File: src/rtl/ict_regs.svh
// Opcode bytes, field positions and cycle counts for instruction timing
`ifndef ICT_REGS_SVH
`define ICT_REGS_SVH

`define ICT_WORD_W 24
`define ICT_OPB_HI 23
`define ICT_OPB_LO 16
`define ICT_EXT_ZERO 8'h00

// First-word opcode bytes that select each timing class except the single-word default and the all-zero second word
`define ICT_OP_COND_BRANCH 8'h31
`define ICT_OP_BRANCH_ALWAYS 8'h37
`define ICT_OP_IND_CALL 8'h01
`define ICT_OP_IND_JUMP 8'h02
`define ICT_OP_TBL_RD 8'hba
`define ICT_OP_TBL_WR 8'hbb
`define ICT_OP_RETURN 8'h06
`define ICT_OP_RET_INT 8'h07
`define ICT_OP_SKIP 8'ha6
`define ICT_OP_TWO_CALL 8'h02
`define ICT_OP_TWO_GOTO 8'h04
`define ICT_OP_DOUBLE_MOVE 8'hbe

// Instruction cycles per class
`define ICT_CYC_SINGLE 2'd1
`define ICT_CYC_COND 2'd2
`define ICT_CYC_BRANCH 2'd2
`define ICT_CYC_INDIRECT 2'd2
`define ICT_CYC_TABLE 2'd2
`define ICT_CYC_RETURN 2'd3
`define ICT_CYC_RET_INT 2'd3
`define ICT_CYC_TWO_WORD 2'd2
`define ICT_CYC_DOUBLE_MOVE 2'd2
`define ICT_CYC_SKIP_ONE 2'd2
`define ICT_CYC_SKIP_TWO 2'd3

`endif

File: src/rtl/ict_pkg.sv
// Types shared by the instruction timing blocks
package ict_pkg;

    typedef enum logic [3:0] {
        ICT_C_EXT,
        ICT_C_SINGLE,
        ICT_C_COND,
        ICT_C_BRANCH,
        ICT_C_INDIRECT,
        ICT_C_TABLE,
        ICT_C_RETURN,
        ICT_C_RET_INT,
        ICT_C_SKIP,
        ICT_C_TWO_WORD,
        ICT_C_DOUBLE_MOVE
    } ict_class_t;

    typedef enum logic [2:0] {
        ICT_S_EXEC,
        ICT_S_EXT,
        ICT_S_SKIP,
        ICT_S_SKIP_EXT,
        ICT_S_NOP
    } ict_state_t;

    typedef struct packed {
        ict_state_t state;
        logic [1:0] left;
        logic [1:0] cyc;
        logic ready;
        logic valid;
        logic nop;
        logic bad;
        ict_class_t cls;
        logic [23:0] op;
        logic [23:0] ext;
    } ict_core_t;

endpackage

File: src/rtl/ict_decode.sv
// Maps a fetched first word onto its timing class
`timescale 1ns/1ps
`include "ict_regs.svh"

module ict_decode
    import ict_pkg::*;
(
    input wire logic [23:0] word_i,
    output ict_class_t cls_o
);

    logic [7:0] opb;

    assign opb = word_i[`ICT_OPB_HI:`ICT_OPB_LO];

    always_comb begin
        case (opb)
            `ICT_EXT_ZERO: cls_o = ICT_C_EXT;
            `ICT_OP_COND_BRANCH: cls_o = ICT_C_COND;
            `ICT_OP_BRANCH_ALWAYS: cls_o = ICT_C_BRANCH;
            `ICT_OP_IND_CALL: cls_o = ICT_C_INDIRECT;
            // Shares its byte with the indirect jump; bit 15 tells them apart
            `ICT_OP_IND_JUMP:
                cls_o = word_i[15] ? ICT_C_TWO_WORD : ICT_C_INDIRECT;
            `ICT_OP_TBL_RD: cls_o = ICT_C_TABLE;
            `ICT_OP_TBL_WR: cls_o = ICT_C_TABLE;
            `ICT_OP_RETURN: cls_o = ICT_C_RETURN;
            `ICT_OP_RET_INT: cls_o = ICT_C_RET_INT;
            `ICT_OP_SKIP: cls_o = ICT_C_SKIP;
            `ICT_OP_TWO_GOTO: cls_o = ICT_C_TWO_WORD;
            `ICT_OP_DOUBLE_MOVE: cls_o = ICT_C_DOUBLE_MOVE;
            default: cls_o = ICT_C_SINGLE;
        endcase
    end

endmodule // ict_decode

File: src/rtl/ict_timing.sv
// Instruction cycle sequencer: words in, one retire pulse per instruction
`timescale 1ns/1ps
`include "ict_regs.svh"

module ict_timing
    import ict_pkg::*;
(
    input wire logic clk_i,
    input wire logic rst_n_i,
    input wire logic word_valid_i,
    input wire logic [23:0] word_i,
    input wire logic cond_true_i,
    input wire logic pc_change_i,
    output logic word_ready_o,
    output logic exec_valid_o,
    output logic exec_nop_o,
    output logic exec_bad_o,
    output logic [3:0] exec_class_o,
    output logic [1:0] exec_cycles_o,
    output logic [23:0] exec_op_o,
    output logic [23:0] exec_operand_o
);

    ict_core_t r;
    ict_core_t next_r;
    ict_class_t cls_w;
    logic take;

    function automatic logic ict_upper_zero(input logic [23:0] w);
        return w[`ICT_OPB_HI:`ICT_OPB_LO] == `ICT_EXT_ZERO;
    endfunction

    function automatic logic [1:0] ict_flow_cycles(input ict_class_t c);
        case (c)
            ICT_C_BRANCH: return `ICT_CYC_BRANCH;
            ICT_C_INDIRECT: return `ICT_CYC_INDIRECT;
            ICT_C_TABLE: return `ICT_CYC_TABLE;
            ICT_C_RETURN: return `ICT_CYC_RETURN;
            ICT_C_RET_INT: return `ICT_CYC_RET_INT;
            ICT_C_DOUBLE_MOVE: return `ICT_CYC_DOUBLE_MOVE;
            ICT_C_COND: return `ICT_CYC_COND;
            default: return `ICT_CYC_SINGLE;
        endcase
    endfunction

    ict_decode u_decode (
        .word_i(word_i),
        .cls_o(cls_w)
    );

    assign take = word_valid_i && r.ready;

    always_comb begin
        next_r = r;
        next_r.valid = 1'b0;
        next_r.nop = 1'b0;
        next_r.bad = 1'b0;
        case (r.state)
            ICT_S_EXEC: begin
                if (take) begin
                    next_r.op = word_i;
                    next_r.ext = '0;
                    next_r.cls = cls_w;
                    next_r.cyc = 2'd1;
                    case (cls_w)
                        ICT_C_EXT: begin
                            // No state touched, only the retire marker
                            next_r.valid = 1'b1;
                            next_r.nop = 1'b1;
                        end
                        ICT_C_SINGLE: begin
                            if (pc_change_i) begin
                                next_r.left = `ICT_CYC_COND - 2'd1;
                                next_r.state = ICT_S_NOP;
                            end else begin
                                next_r.valid = 1'b1;
                            end
                        end
                        ICT_C_COND: begin
                            if (cond_true_i || pc_change_i) begin
                                next_r.left = `ICT_CYC_COND - 2'd1;
                                next_r.state = ICT_S_NOP;
                            end else begin
                                next_r.valid = 1'b1;
                            end
                        end
                        ICT_C_SKIP: begin
                            if (cond_true_i) begin
                                next_r.state = ICT_S_SKIP;
                            end else begin
                                next_r.valid = 1'b1;
                            end
                        end
                        ICT_C_TWO_WORD: begin
                            next_r.state = ICT_S_EXT;
                        end
                        default: begin
                            // Flow, table, return and double move
                            next_r.left = ict_flow_cycles(cls_w) - 2'd1;
                            next_r.state = ICT_S_NOP;
                        end
                    endcase
                end
            end
            ICT_S_EXT: begin
                if (take) begin
                    next_r.ext = word_i;
                    next_r.bad = !ict_upper_zero(word_i);
                    next_r.cyc = `ICT_CYC_TWO_WORD;
                    next_r.valid = 1'b1;
                    next_r.state = ICT_S_EXEC;
                end
            end
            ICT_S_SKIP: begin
                // Skipped word is consumed but never executed
                if (take) begin
                    next_r.ext = word_i;
                    if (cls_w == ICT_C_TWO_WORD) begin
                        next_r.state = ICT_S_SKIP_EXT;
                    end else begin
                        next_r.cyc = `ICT_CYC_SKIP_ONE;
                        next_r.valid = 1'b1;
                        next_r.state = ICT_S_EXEC;
                    end
                end
            end
            ICT_S_SKIP_EXT: begin
                if (take) begin
                    next_r.cyc = `ICT_CYC_SKIP_TWO;
                    next_r.valid = 1'b1;
                    next_r.state = ICT_S_EXEC;
                end
            end
            ICT_S_NOP: begin
                // Bubble cycles never fetch, so memory sees a stall
                next_r.cyc = r.cyc + 2'd1;
                next_r.left = r.left - 2'd1;
                if (r.left == 2'd1) begin
                    next_r.valid = 1'b1;
                    next_r.state = ICT_S_EXEC;
                end
            end
            default: begin
                next_r.state = ICT_S_EXEC;
            end
        endcase
        next_r.ready = (next_r.state != ICT_S_NOP);
    end

    always_ff @(posedge clk_i or negedge rst_n_i) begin
        if (!rst_n_i) begin
            r <= '{state: ICT_S_EXEC, left: 2'd0, cyc: 2'd0, ready: 1'b0,
                   valid: 1'b0, nop: 1'b0, bad: 1'b0, cls: ICT_C_SINGLE,
                   op: 24'h000000, ext: 24'h000000};
        end else begin
            r <= next_r;
        end
    end

    assign word_ready_o = r.ready;
    assign exec_valid_o = r.valid;
    assign exec_nop_o = r.nop;
    assign exec_bad_o = r.bad;
    assign exec_class_o = r.cls;
    assign exec_cycles_o = r.cyc;
    assign exec_op_o = r.op;
    assign exec_operand_o = r.ext;

    logic in_exec;
    logic in_skip;

    assign in_exec = take && (r.state == ICT_S_EXEC);
    assign in_skip = take && (r.state == ICT_S_SKIP);
endmodule // ict_timing

File: config.mk
export PLATFORM = sky130hd
export DESIGN_NAME = ict_timing
export DESIGN_NICKNAME = d
export VERILOG_FILES = /design/src/rtl/ict_pkg.sv /design/src/rtl/ict_decode.sv /design/src/rtl/ict_timing.sv
export VERILOG_INCLUDE_DIRS = /design/src /design/src/rtl
export SDC_FILE = /design/constraint.sdc
export NUM_CORES = 1
export LEC_CHECK = 0
export BUFFER_PORTS_ARGS = -buffer_cell sky130_fd_sc_hd__buf_4
export CAP_MARGIN = 40
export CORE_MARGIN = 4
export CORE_UTILIZATION = 40
export DETAILED_ROUTE_END_ITERATION = 10
export PLACE_DENSITY_LB_ADDON = 0.12
export SLEW_MARGIN = 20
export SYNTH_ARGS = -nofsm -noshare
export SYNTH_HDL_FRONTEND = slang
export SYNTH_SLANG_ARGS = --single-unit
File: constraint.sdc
create_clock -name clk_i -period 2.8 [get_ports clk_i]
set_input_delay 0.42 -clock clk_i [delete_from_list [all_inputs] [get_ports clk_i]]
set_output_delay 0.42 -clock clk_i [all_outputs]
set_load 0.01 [all_outputs]
==> results of run 1 <==
critical path: stages:
cell	delay, ns
buf_4	0.14
or4_1	0.67
a311oi_1	0.37
o21a_2	0.21
o22ai_1	0.11
o211ai_2	0.23
o21ai_0	0.13
power by group through the flow:
stage	Clock [uW]	Combinational, uW	Sequential [uW]
2_1_floorplan	0	859	1260
3_3_place_gp	0	1080	1310
3_5_place_dp	0	1090	1320
4_1_cts	818	1090	1300
5_1_grt	869	1210	1330
6_report	794	1080	1300
flip-flops by register name, indices dropped and copies added (netlist names):
register	flops
exec_bad_o	1
exec_class_o	4
exec_cycles_o	2
exec_nop_o	1
exec_op_o	24
exec_operand_o	24
exec_valid_o	1
r	5
word_ready_o	1
cell families after synthesis:
kind of cell,Yosys count,synth area share [%]
buf+inv,79,15.14
simple gates,188,24.08
fa+ha+maj,1,0.3756
xor+xnor,4,1.052
flops,63,47.37
compound gates,62,11.98
cells in the final DEF, fill, tap and decap left out, types with 3 or more instances in the layout:
cell type,instances
a21oi_1,4
buf_4,91
clkbuf_8,9
dfrtp_1,62
inv_1,5
nand2_1,132
nand3_1,4
nor2_1,18
nor3_1,12
nor3b_1,3
o21ai_0,34
o22ai_1,3
o31ai_1,3
or4_1,3
xor2_1,3
layer usage:
layer  global-route usage (%)  vias up  wire [um]
met1                    24.48     1247       3729
met5                        0        -          0
li1                         -     1324          -
met3                    3.156       13        442
met2                    25.57       84       3629
met4                    7.773        0        153
metrics by stage:
step / util, % / area [um^2] / total power, uW / hold WS [ns]
2_1_floorplan: - / 3331 / 2121 / 0.1244
3_3_place_gp: 44.87 / 3669 / 2388 / 0.4610
3_5_place_dp: 44.87 / 3669 / 2409 / 0.4644
4_1_cts: 47.28 / 3865 / 3213 / 0.1998
5_1_grt: 47.73 / 3902 / 3415 / 0.2760
6_report: 47.73 / 3902 / 3174 / 0.2751
timing repair:
action	4_1_cts	5_1_grt
hold buffers	0	1
endpoints found under the setup margin	0	0
hold endpoints to repair	0	6
worst min-delay path by stage:
stage / to / startpoint / slack [ns]
2_1_floorplan: exec_bad_o / rst_n_i / 0.12
3_3_place_gp: exec_op_o[14] / exec_op_o[14] / 0.46
3_5_place_dp: exec_class_o[3] / exec_class_o[3] / 0.46
4_1_cts: exec_op_o[18] / rst_n_i / 0.20
5_1_grt: exec_op_o[5] / word_i[5] / 0.28
6_report: exec_op_o[9] / word_i[9] / 0.28
cell type report:
| type | count | area share (%) |
|---|---|---|
| well taps | 105 | 3.366 |
| multi-input cells | 255 | 32.22 |
| flip-flops and latches | 63 | 40.43 |
| clock inverters | 7 | 1.860 |
| repair buffers | 93 | 18.47 |
| clock buffers | 9 | 3.174 |
| inverters | 5 | 0.4809 |
==> impl_results.md, run 1 <==
- Period utilization: 73.99%
- Via density per instance: 4.968
- Hold Crit Class: in -> reg
- FF-to-FF End: r[58]
- Grt total ovfl: 0
- Most instantiated cells after synthesis: nand2_1 (132), dfrtp_1 (62), buf_4 (54)
- Unrepaired setup endpoints after global routing: false
- Post-DP HPWL: 5561 um
- R2R Path Start: r[62]
- Number of global-route vias before repair: 2,622
- Fill cells: 818
- Syn nets: 427
- CTS Buffer Depth: 2
- Netlist Area Pre-Place: 0.003331 mm^2
- Die Ht: 99.25 um
- Buffers on Ports: 86
- CTS clk-pin slew, worst paths: 0.08 ns
- TritonCTS clock tree: yes
- Hold path depth: 3
- Leak: 0.001890 uW
- Synth warn: 0
- PwrDens: 813.4 mW/mm^2
- Placed instance count: 519
- Switching power share of the total: 35.75%
- CP startpoint: word_i[23]
- Non-filler cells, final: 537
- H-tree depth: 3
- Row Count: 33
- Initial antenna violation count: 0
- GPL Wtd Cong: 0.8766
- Actual slew at the worst max-slew pin: 0.4607 ns
- DIE WIDTH: 99.25 um
- Worst EP required: 3.01 ns
- Final wirelength: 7955 um
- Main synth FF type: dfrtp_1
- Initial core utilization: 40.74%
- Drc violations: 0
- Area grow syn2layout: 17.17%
- Count of final max-slew check failures: 0
- Multi-input gate area: 0.001257 mm^2
- Syn avg cell area: 8.390 um^2
- Flops & latches, synth: 63
- Slew margin rel.: 69.05%
- Final min period: 2.072 ns
- WS Path Type: in -> reg
- Layout cells sized above 1: 27.31%
- Worst reg2reg path depth: 6
- Sw Pwr: 1135 uW
- First-pass GRT wire length: 13,540 um
- Count of final hold-check violations: 0
- Core box area: 0.008175 mm^2
- Pin count of the biggest net entering global routing: 64
- Startpoint class of the critical path: input port
- Setup ws final: 0.7283 ns
- Ant diodes: 0
- Post-CTS setup buffer count: 0
- Clock Sinks: 63
- Pre-CTS setup slack: 0.4921 ns
- EDFF count, synth: 0
- Gr usage total: 17.21%
- Post-synthesis sequential area ratio: 47.37%
- Most frequent cell after synthesis: nand2_1
- Clock Skew: 0.007794 ns
- Starting DRT DRC Count: 88
- Avg WL per Cell: 14.81 um
- Post-Synthesis Cells: 397
- Synth cell types: 48
- Async set-reset flop share out of synthesis: 100.0%
- Dominant cells by area after synthesis: dfrtp_1 (47%), nand2_1 (15%), buf_4 (12%)
- TritonCTS buffer count: 9
- Max-Cap Viols: 0
- Seq pwr share: 41.0%
- Register area: 0.001578 mm^2
- Worst EP arrival: 2.28 ns
- Fmax: 482.7 MHz
- Crit path capture type: flop
- Vias: 2,668
- Maximum fanout along the worst path: 8
- Skew-Pair Late Insertion Delay: 0.34 ns
- Full die area: 0.009851 mm^2
- VDD IR max: 0.4322 mV
- Status: completed
- Antenna Nets Post-Route: 0
- Cell taking the most area after synthesis: dfrtp_1
- Io pins: 87
- Post-CTS sizing: 0
- Drt pass-1 iters: 4
- Flop2flop setup slack: 0.84 ns
- Critical Path End: r[62]
- Setup TNS: 0 ns
- Logic pwr share: 34.0%
- Power Internal: 2040 uW
- CTS root buf: clkbuf_8
- Clk pwr share: 25.0%
- Final layout net count: 457
- Post-synth top area share: 46.58%
- Setup violators final: 0
Power figures use the tool's default switching activity.
==> inputs of run 2 (changes only) <==
clock period = 1.7 ns   (was 2.8 ns; I/O delays follow)
==> run 2 against run 1 <==
  * Utilization grew 5.3 points
  * Global-route usage increased by 0.38 points
  * Total power up 80%
  * Sequential share of layout area down 4.1 points
  * Non-clock buffer count increased by 39
  * Combinational power is 82% higher
  * Wire length increased by 3.9%
  * Cell count grew 7.3%
  * Cell area rose by 11%
  * First-iteration DRC count increased by 51%
  * Flip-flop and latch count unchanged
  * Largest cell class unchanged
  * Highest routed layer unchanged
==> impl_results.md, run 2 (synthesized netlist as in run 1, its figures left out) <==
- Status: completed
- First-pass GRT wire length: 13,900 um
- Max-Cap Viols: 0
- Layout cells sized above 1: 35.46%
- GPL Wtd Cong: 0.7718
- Fmax: 615.8 MHz
- Final min period: 1.624 ns
- Initial core utilization: 40.74%
- Drc violations: 0
- Post-DP HPWL: 6109 um
- Count of final max-slew check failures: 0
- Crit path largest cell delay: 0.59 ns
- TritonCTS buffer count: 9
- Dpl cell area: 0.004026 mm^2
- Metal3 WL: 371 um
- Skew-Pair Late Insertion Delay: 0.34 ns
- Worst EP arrival: 1.88 ns
- Flop2flop setup slack: 0.15 ns
- Core box area: 0.008175 mm^2
- Unrepaired setup endpoints after global routing: false
- Via density per instance: 4.797
- Starting DRT DRC Count: 133
- Initial antenna violation count: 0
- Hold Crit Class: in -> reg
- Buffers on Ports: 86
- DR WL met2: 3876 um
- Full die area: 0.009851 mm^2
- Wire length on met1: 3928 um
- Actual slew at the worst max-slew pin: 0.4153 ns
- Cell with the largest stage delay on the worst path: or4_4
- CTS clk-pin slew, worst paths: 0.09 ns
- Pin count of the biggest net entering global routing: 37
- H-tree depth: 3
- Setup TNS: 0 ns
- Count of final hold-check violations: 0
- CTS root buf: clkbuf_8
- Commonest non-fill, non-tap cell in the layout: nand2_1
- Avg WL per Cell: 14.36 um
- Hold Crit Start: word_i[5]
- CP startpoint: word_i[23]
- Vias: 2,763
- Critical Path End: r[58]
- Top sig layer: met4
- Leak: 0.002132 uW
- Clock Sinks: 63
- Ant diodes: 0
- R2R Path Start: r[60]
- Grt total ovfl: 0
- Non-filler cells, final: 576
- Maximum fanout along the worst path: 7
- Worst Hold Margin: 0.1116 ns
- Drt pass-1 iters: 4
- Antenna Nets Post-Route: 0
- Area grow syn2layout: 30.28%
- Period utilization: 95.52%
- PwrDens: 1319 mW/mm^2
- Die Ht: 99.25 um
- CP Depth: 7
- TritonCTS clock tree: yes
- Most frequent cells in the layout: nand2_1 (132), buf_4 (128), dfrtp_1 (62)
- CTS Buffer Depth: 2
- Worst EP required: 1.96 ns
- Setup violators final: 0
- VDD IR max: 0.5880 mV
- Worst reg2reg path depth: 6
- Gr usage total: 17.59%
- Slew margin rel.: 72.06%
- Number of global-route vias before repair: 2,719
- Crit path capture type: flop
- Buf/Inv on CP: 1
- Clock Skew: 0.009176 ns
- Io pins: 87
- CP Cell Sequence: buf_4, or4_4, or2_4, a21o_1, a31oi_2, o211ai_2, o22ai_1
- Placed instance count: 557
- DIE WIDTH: 99.25 um
- Startpoint class of the critical path: input port
- Fin area: 0.004339 mm^2
- Final Total Pwr: 5725 uW
- FF-to-FF End: exec_cycles_o[1]
- Final layout net count: 496
- Final wirelength: 8269 um
- WS Path Type: in -> reg
- Row Count: 33
- Top Family by Delay on Critical Path: simple AND/OR/NAND/NOR gates
==> run 2: cell types whose count changed in the layout (fill, tap and decap cells not counted), moves of 3 or more <==
cell     change
o21ai_0      -3
nor3_1       -3
buf_4       +37
nor3_2       +3
o21ai_1      +3
==> run 2: area by class of cell <==
class / count / area [um^2]
Tap cell: 105 / 131.4
Timing Repair Buffer: 132 / 1022
Fill cell: 793 / 3836
Clock inverter: 7 / 127.6
Inverter: 5 / 18.77
Clock buffer: 9 / 123.9
Sequential cell: 63 / 1578
Multi-Input combinational cell: 255 / 1338
==> run 2: worst min path at each step <==
stage                              end  slack [ns]  cells past startpoint
floorplan                   exec_bad_o       -0.04                      0
CTS                       exec_op_o[5]        0.10                      3
detailed placement  exec_operand_o[13]        0.19                      1
finish                    exec_op_o[5]        0.11                      3
global placement         exec_op_o[14]        0.18                      1
global route             exec_op_o[10]        0.11                      3
==> run 2: routing by layer <==
layer	vias up	track usage, %
li1	1395	-
met1	1292	24.99
met2	69	27.38
met3	7	3.576
met4	0	4.937
met5	-	0
==> run 2: power by group <==
group,internal (uW),leakage (uW),switching (uW),total [uW]
Clock,998,0.000126,660,1660
Combinational,918,0.00118,1050,1970
Sequential,1880,0.000822,224,2100
==> run 2: stage by stage <==
stage          util, %  worst slack, ns
6_report         53.08          0.07609
5_1_grt          53.08         0.002150
4_1_cts          52.45          0.04516
3_5_place_dp     49.25          -0.2887
3_3_place_gp     49.25          -0.2616
2_1_floorplan        -         -0.08496
==> run 2: what timing repair did <==
| action | in CTS | in global routing |
|---|---|---|
| hold endpoints to repair | 22 | 0 |
| setup endpoints to repair | 0 | 7 |
| buffers inserted | 0 | 2 |
| hold buffers | 1 | 0 |
| gates resized for setup | 0 | 8 |
==> run 2: tightest hold or removal path, stage by stage <==
cell and delay (ns):
buf_4 0.08, nand2_1 0.04, nand2_1 0.04
==> inputs of run 3 (changes only) <==
RECOVER_POWER = 100   (was default)
==> run 3 against run 2 <==
  * Combinational power is 14% lower
  * Sequential power about the same
  * Clock power about the same
  * Cell count is the same
  * Via count is 0.29% lower
  * Non-clock buffer count stayed put
  * Flip-flop and latch count is the same
  * Wire length grew 0.53%
  * Register-to-register slack about the same
  * Clock-buffer cell count did not move
  * Critical path depth unchanged
  * Largest cell class unchanged
  * Highest routed layer unchanged
==> impl_results.md, run 3 (synthesized netlist as in run 1, its figures left out) <==
- CTS Buffer Depth: 2
- Pin count of the biggest net entering global routing: 37
- R2R Path Start: r[60]
- Dpl cell area: 0.004026 mm^2
- Post-DP HPWL: 6109 um
- VDD IR max: 0.5804 mV
- Status: completed
- Clock Skew: 0.009918 ns
- Starting DRT DRC Count: 110
- GPL Wtd Cong: 0.7718
- Initial antenna violation count: 0
- Initial core utilization: 40.74%
- Final layout net count: 496
- Worst reg2reg path depth: 6
- Clock Sinks: 63
- Fill cells: 862
- Hold Crit Start: word_i[5]
- CP startpoint: word_i[23]
- Full die area: 0.009851 mm^2
- DIE WIDTH: 99.25 um
- Vias: 2,755
- Ant diodes: 0
- Drt pass-1 iters: 4
- Setup TNS: 0 ns
- Final design utilization: 50.18%
- Core box area: 0.008175 mm^2
- Fin area: 0.004103 mm^2
- Commonest non-fill, non-tap cell in the layout: nand2_1
- Final wirelength: 8313 um
- Drc violations: 0
- Hold endpoint: exec_op_o[5]
- Hold path depth: 3
- Gr usage total: 17.59%
- Startpoint class of the critical path: input port
- Avg WL per Cell: 14.43 um
- Pre-CTS setup slack: -0.2887 ns
- WS Path Type: in -> reg
- Layout cells sized above 1: 22.72%
- Fmax: 616.2 MHz
- Period utilization: 95.45%
- PwrDens: 1325 mW/mm^2
- Area grow syn2layout: 23.18%
- Most frequent cells in the layout: nand2_1 (132), buf_4 (63), dfrtp_1 (62)
- Io pins: 87
- Setup ws final: 0.07727 ns
- Final min period: 1.623 ns
- Flop2flop setup slack: 0.15 ns
- Actual slew at the worst max-slew pin: 0.6621 ns
- TritonCTS buffer count: 9
- Antenna Nets Post-Route: 0
- Grt total ovfl: 0
- Count of final max-slew check failures: 0
- CTS root buf: clkbuf_8
- Worst EP arrival: 1.88 ns
- Max-Cap Viols: 0
- First-pass GRT wire length: 13,900 um
- Unrepaired setup endpoints after global routing: false
- H-tree depth: 3
- Number of global-route vias before repair: 2,719
- Via density per instance: 4.783
- Hold Crit Class: in -> reg
- TritonCTS clock tree: yes
- Die Ht: 99.25 um
- FF-to-FF End: exec_cycles_o[1]
- Setup violators final: 0
- Leak: 0.001892 uW
- Maximum fanout along the worst path: 7
- Count of final hold-check violations: 0
- Skew-Pair Late Insertion Delay: 0.33 ns
- Row Count: 33
- Slew margin rel.: 55.86%
- CTS clk-pin slew, worst paths: 0.09 ns
- Worst Hold Margin: 0.1122 ns
- Crit path capture type: flop
- Worst EP required: 1.96 ns
- Buffers on Ports: 86
## run 3: worst max path at each step
stage          depth (start not counted)  slack [ns]          endpoint
3_3_place_gp                           7       -0.26             r[58]
2_1_floorplan                          7       -0.08             r[59]
4_1_cts                                5        0.05             r[59]
3_5_place_dp                           7       -0.29             r[58]
6_report                               7        0.08             r[58]
5_1_grt                                7       0.002  exec_cycles_o[0]
## run 3: cell type report
cell class,instances,area [um^2],area share [%]
clock buffer,9,123.9,3.019
clock inverter,7,127.6,3.111
inverter,5,18.77,0.4575
multi-input combinational,255,1335,32.54
sequential,63,1578,38.46
tap,105,131.4,3.202
timing repair buffer,132,788.3,19.21
## run 3: routing by layer
layer  global-route usage [%]  vias up  routed length (um)
met1                    24.99     1281                3946
met2                    27.38       74                3850
met5                        0        -                   0
met3                    3.576        7                 417
met4                    4.937        0                  99
li1                         -     1393                   -
## run 3: metrics by stage
stage               instances  total power, uW
finish                    576             5436
floorplan                 397             3509
detailed placement        557             4109
global route              576             5834
CTS                       574             5786
global placement          557             4076
## run 3: worst max-delay path, cell delays in order
cell      delay, ns
buf_4          0.13
or4_4          0.59
or2_4          0.26
a21o_1         0.19
a31oi_2        0.15
o211ai_2       0.12
o22ai_1        0.17
## run 3: what timing repair did
| item | CTS | global route |
|---|---|---|
| endpoints found under the setup margin | 0 | 7 |
| gates resized for setup | 0 | 8 |
| hold buffers | 1 | 0 |
| buffers inserted | 0 | 2 |
| endpoints found under the hold margin | 22 | 0 |
## run 3: where the power goes
part | switching (uW) | internal (uW) | total [uW]
combinational | 1050 | 641 | 1690
sequential | 214 | 1880 | 2090
clock | 659 | 998 | 1660
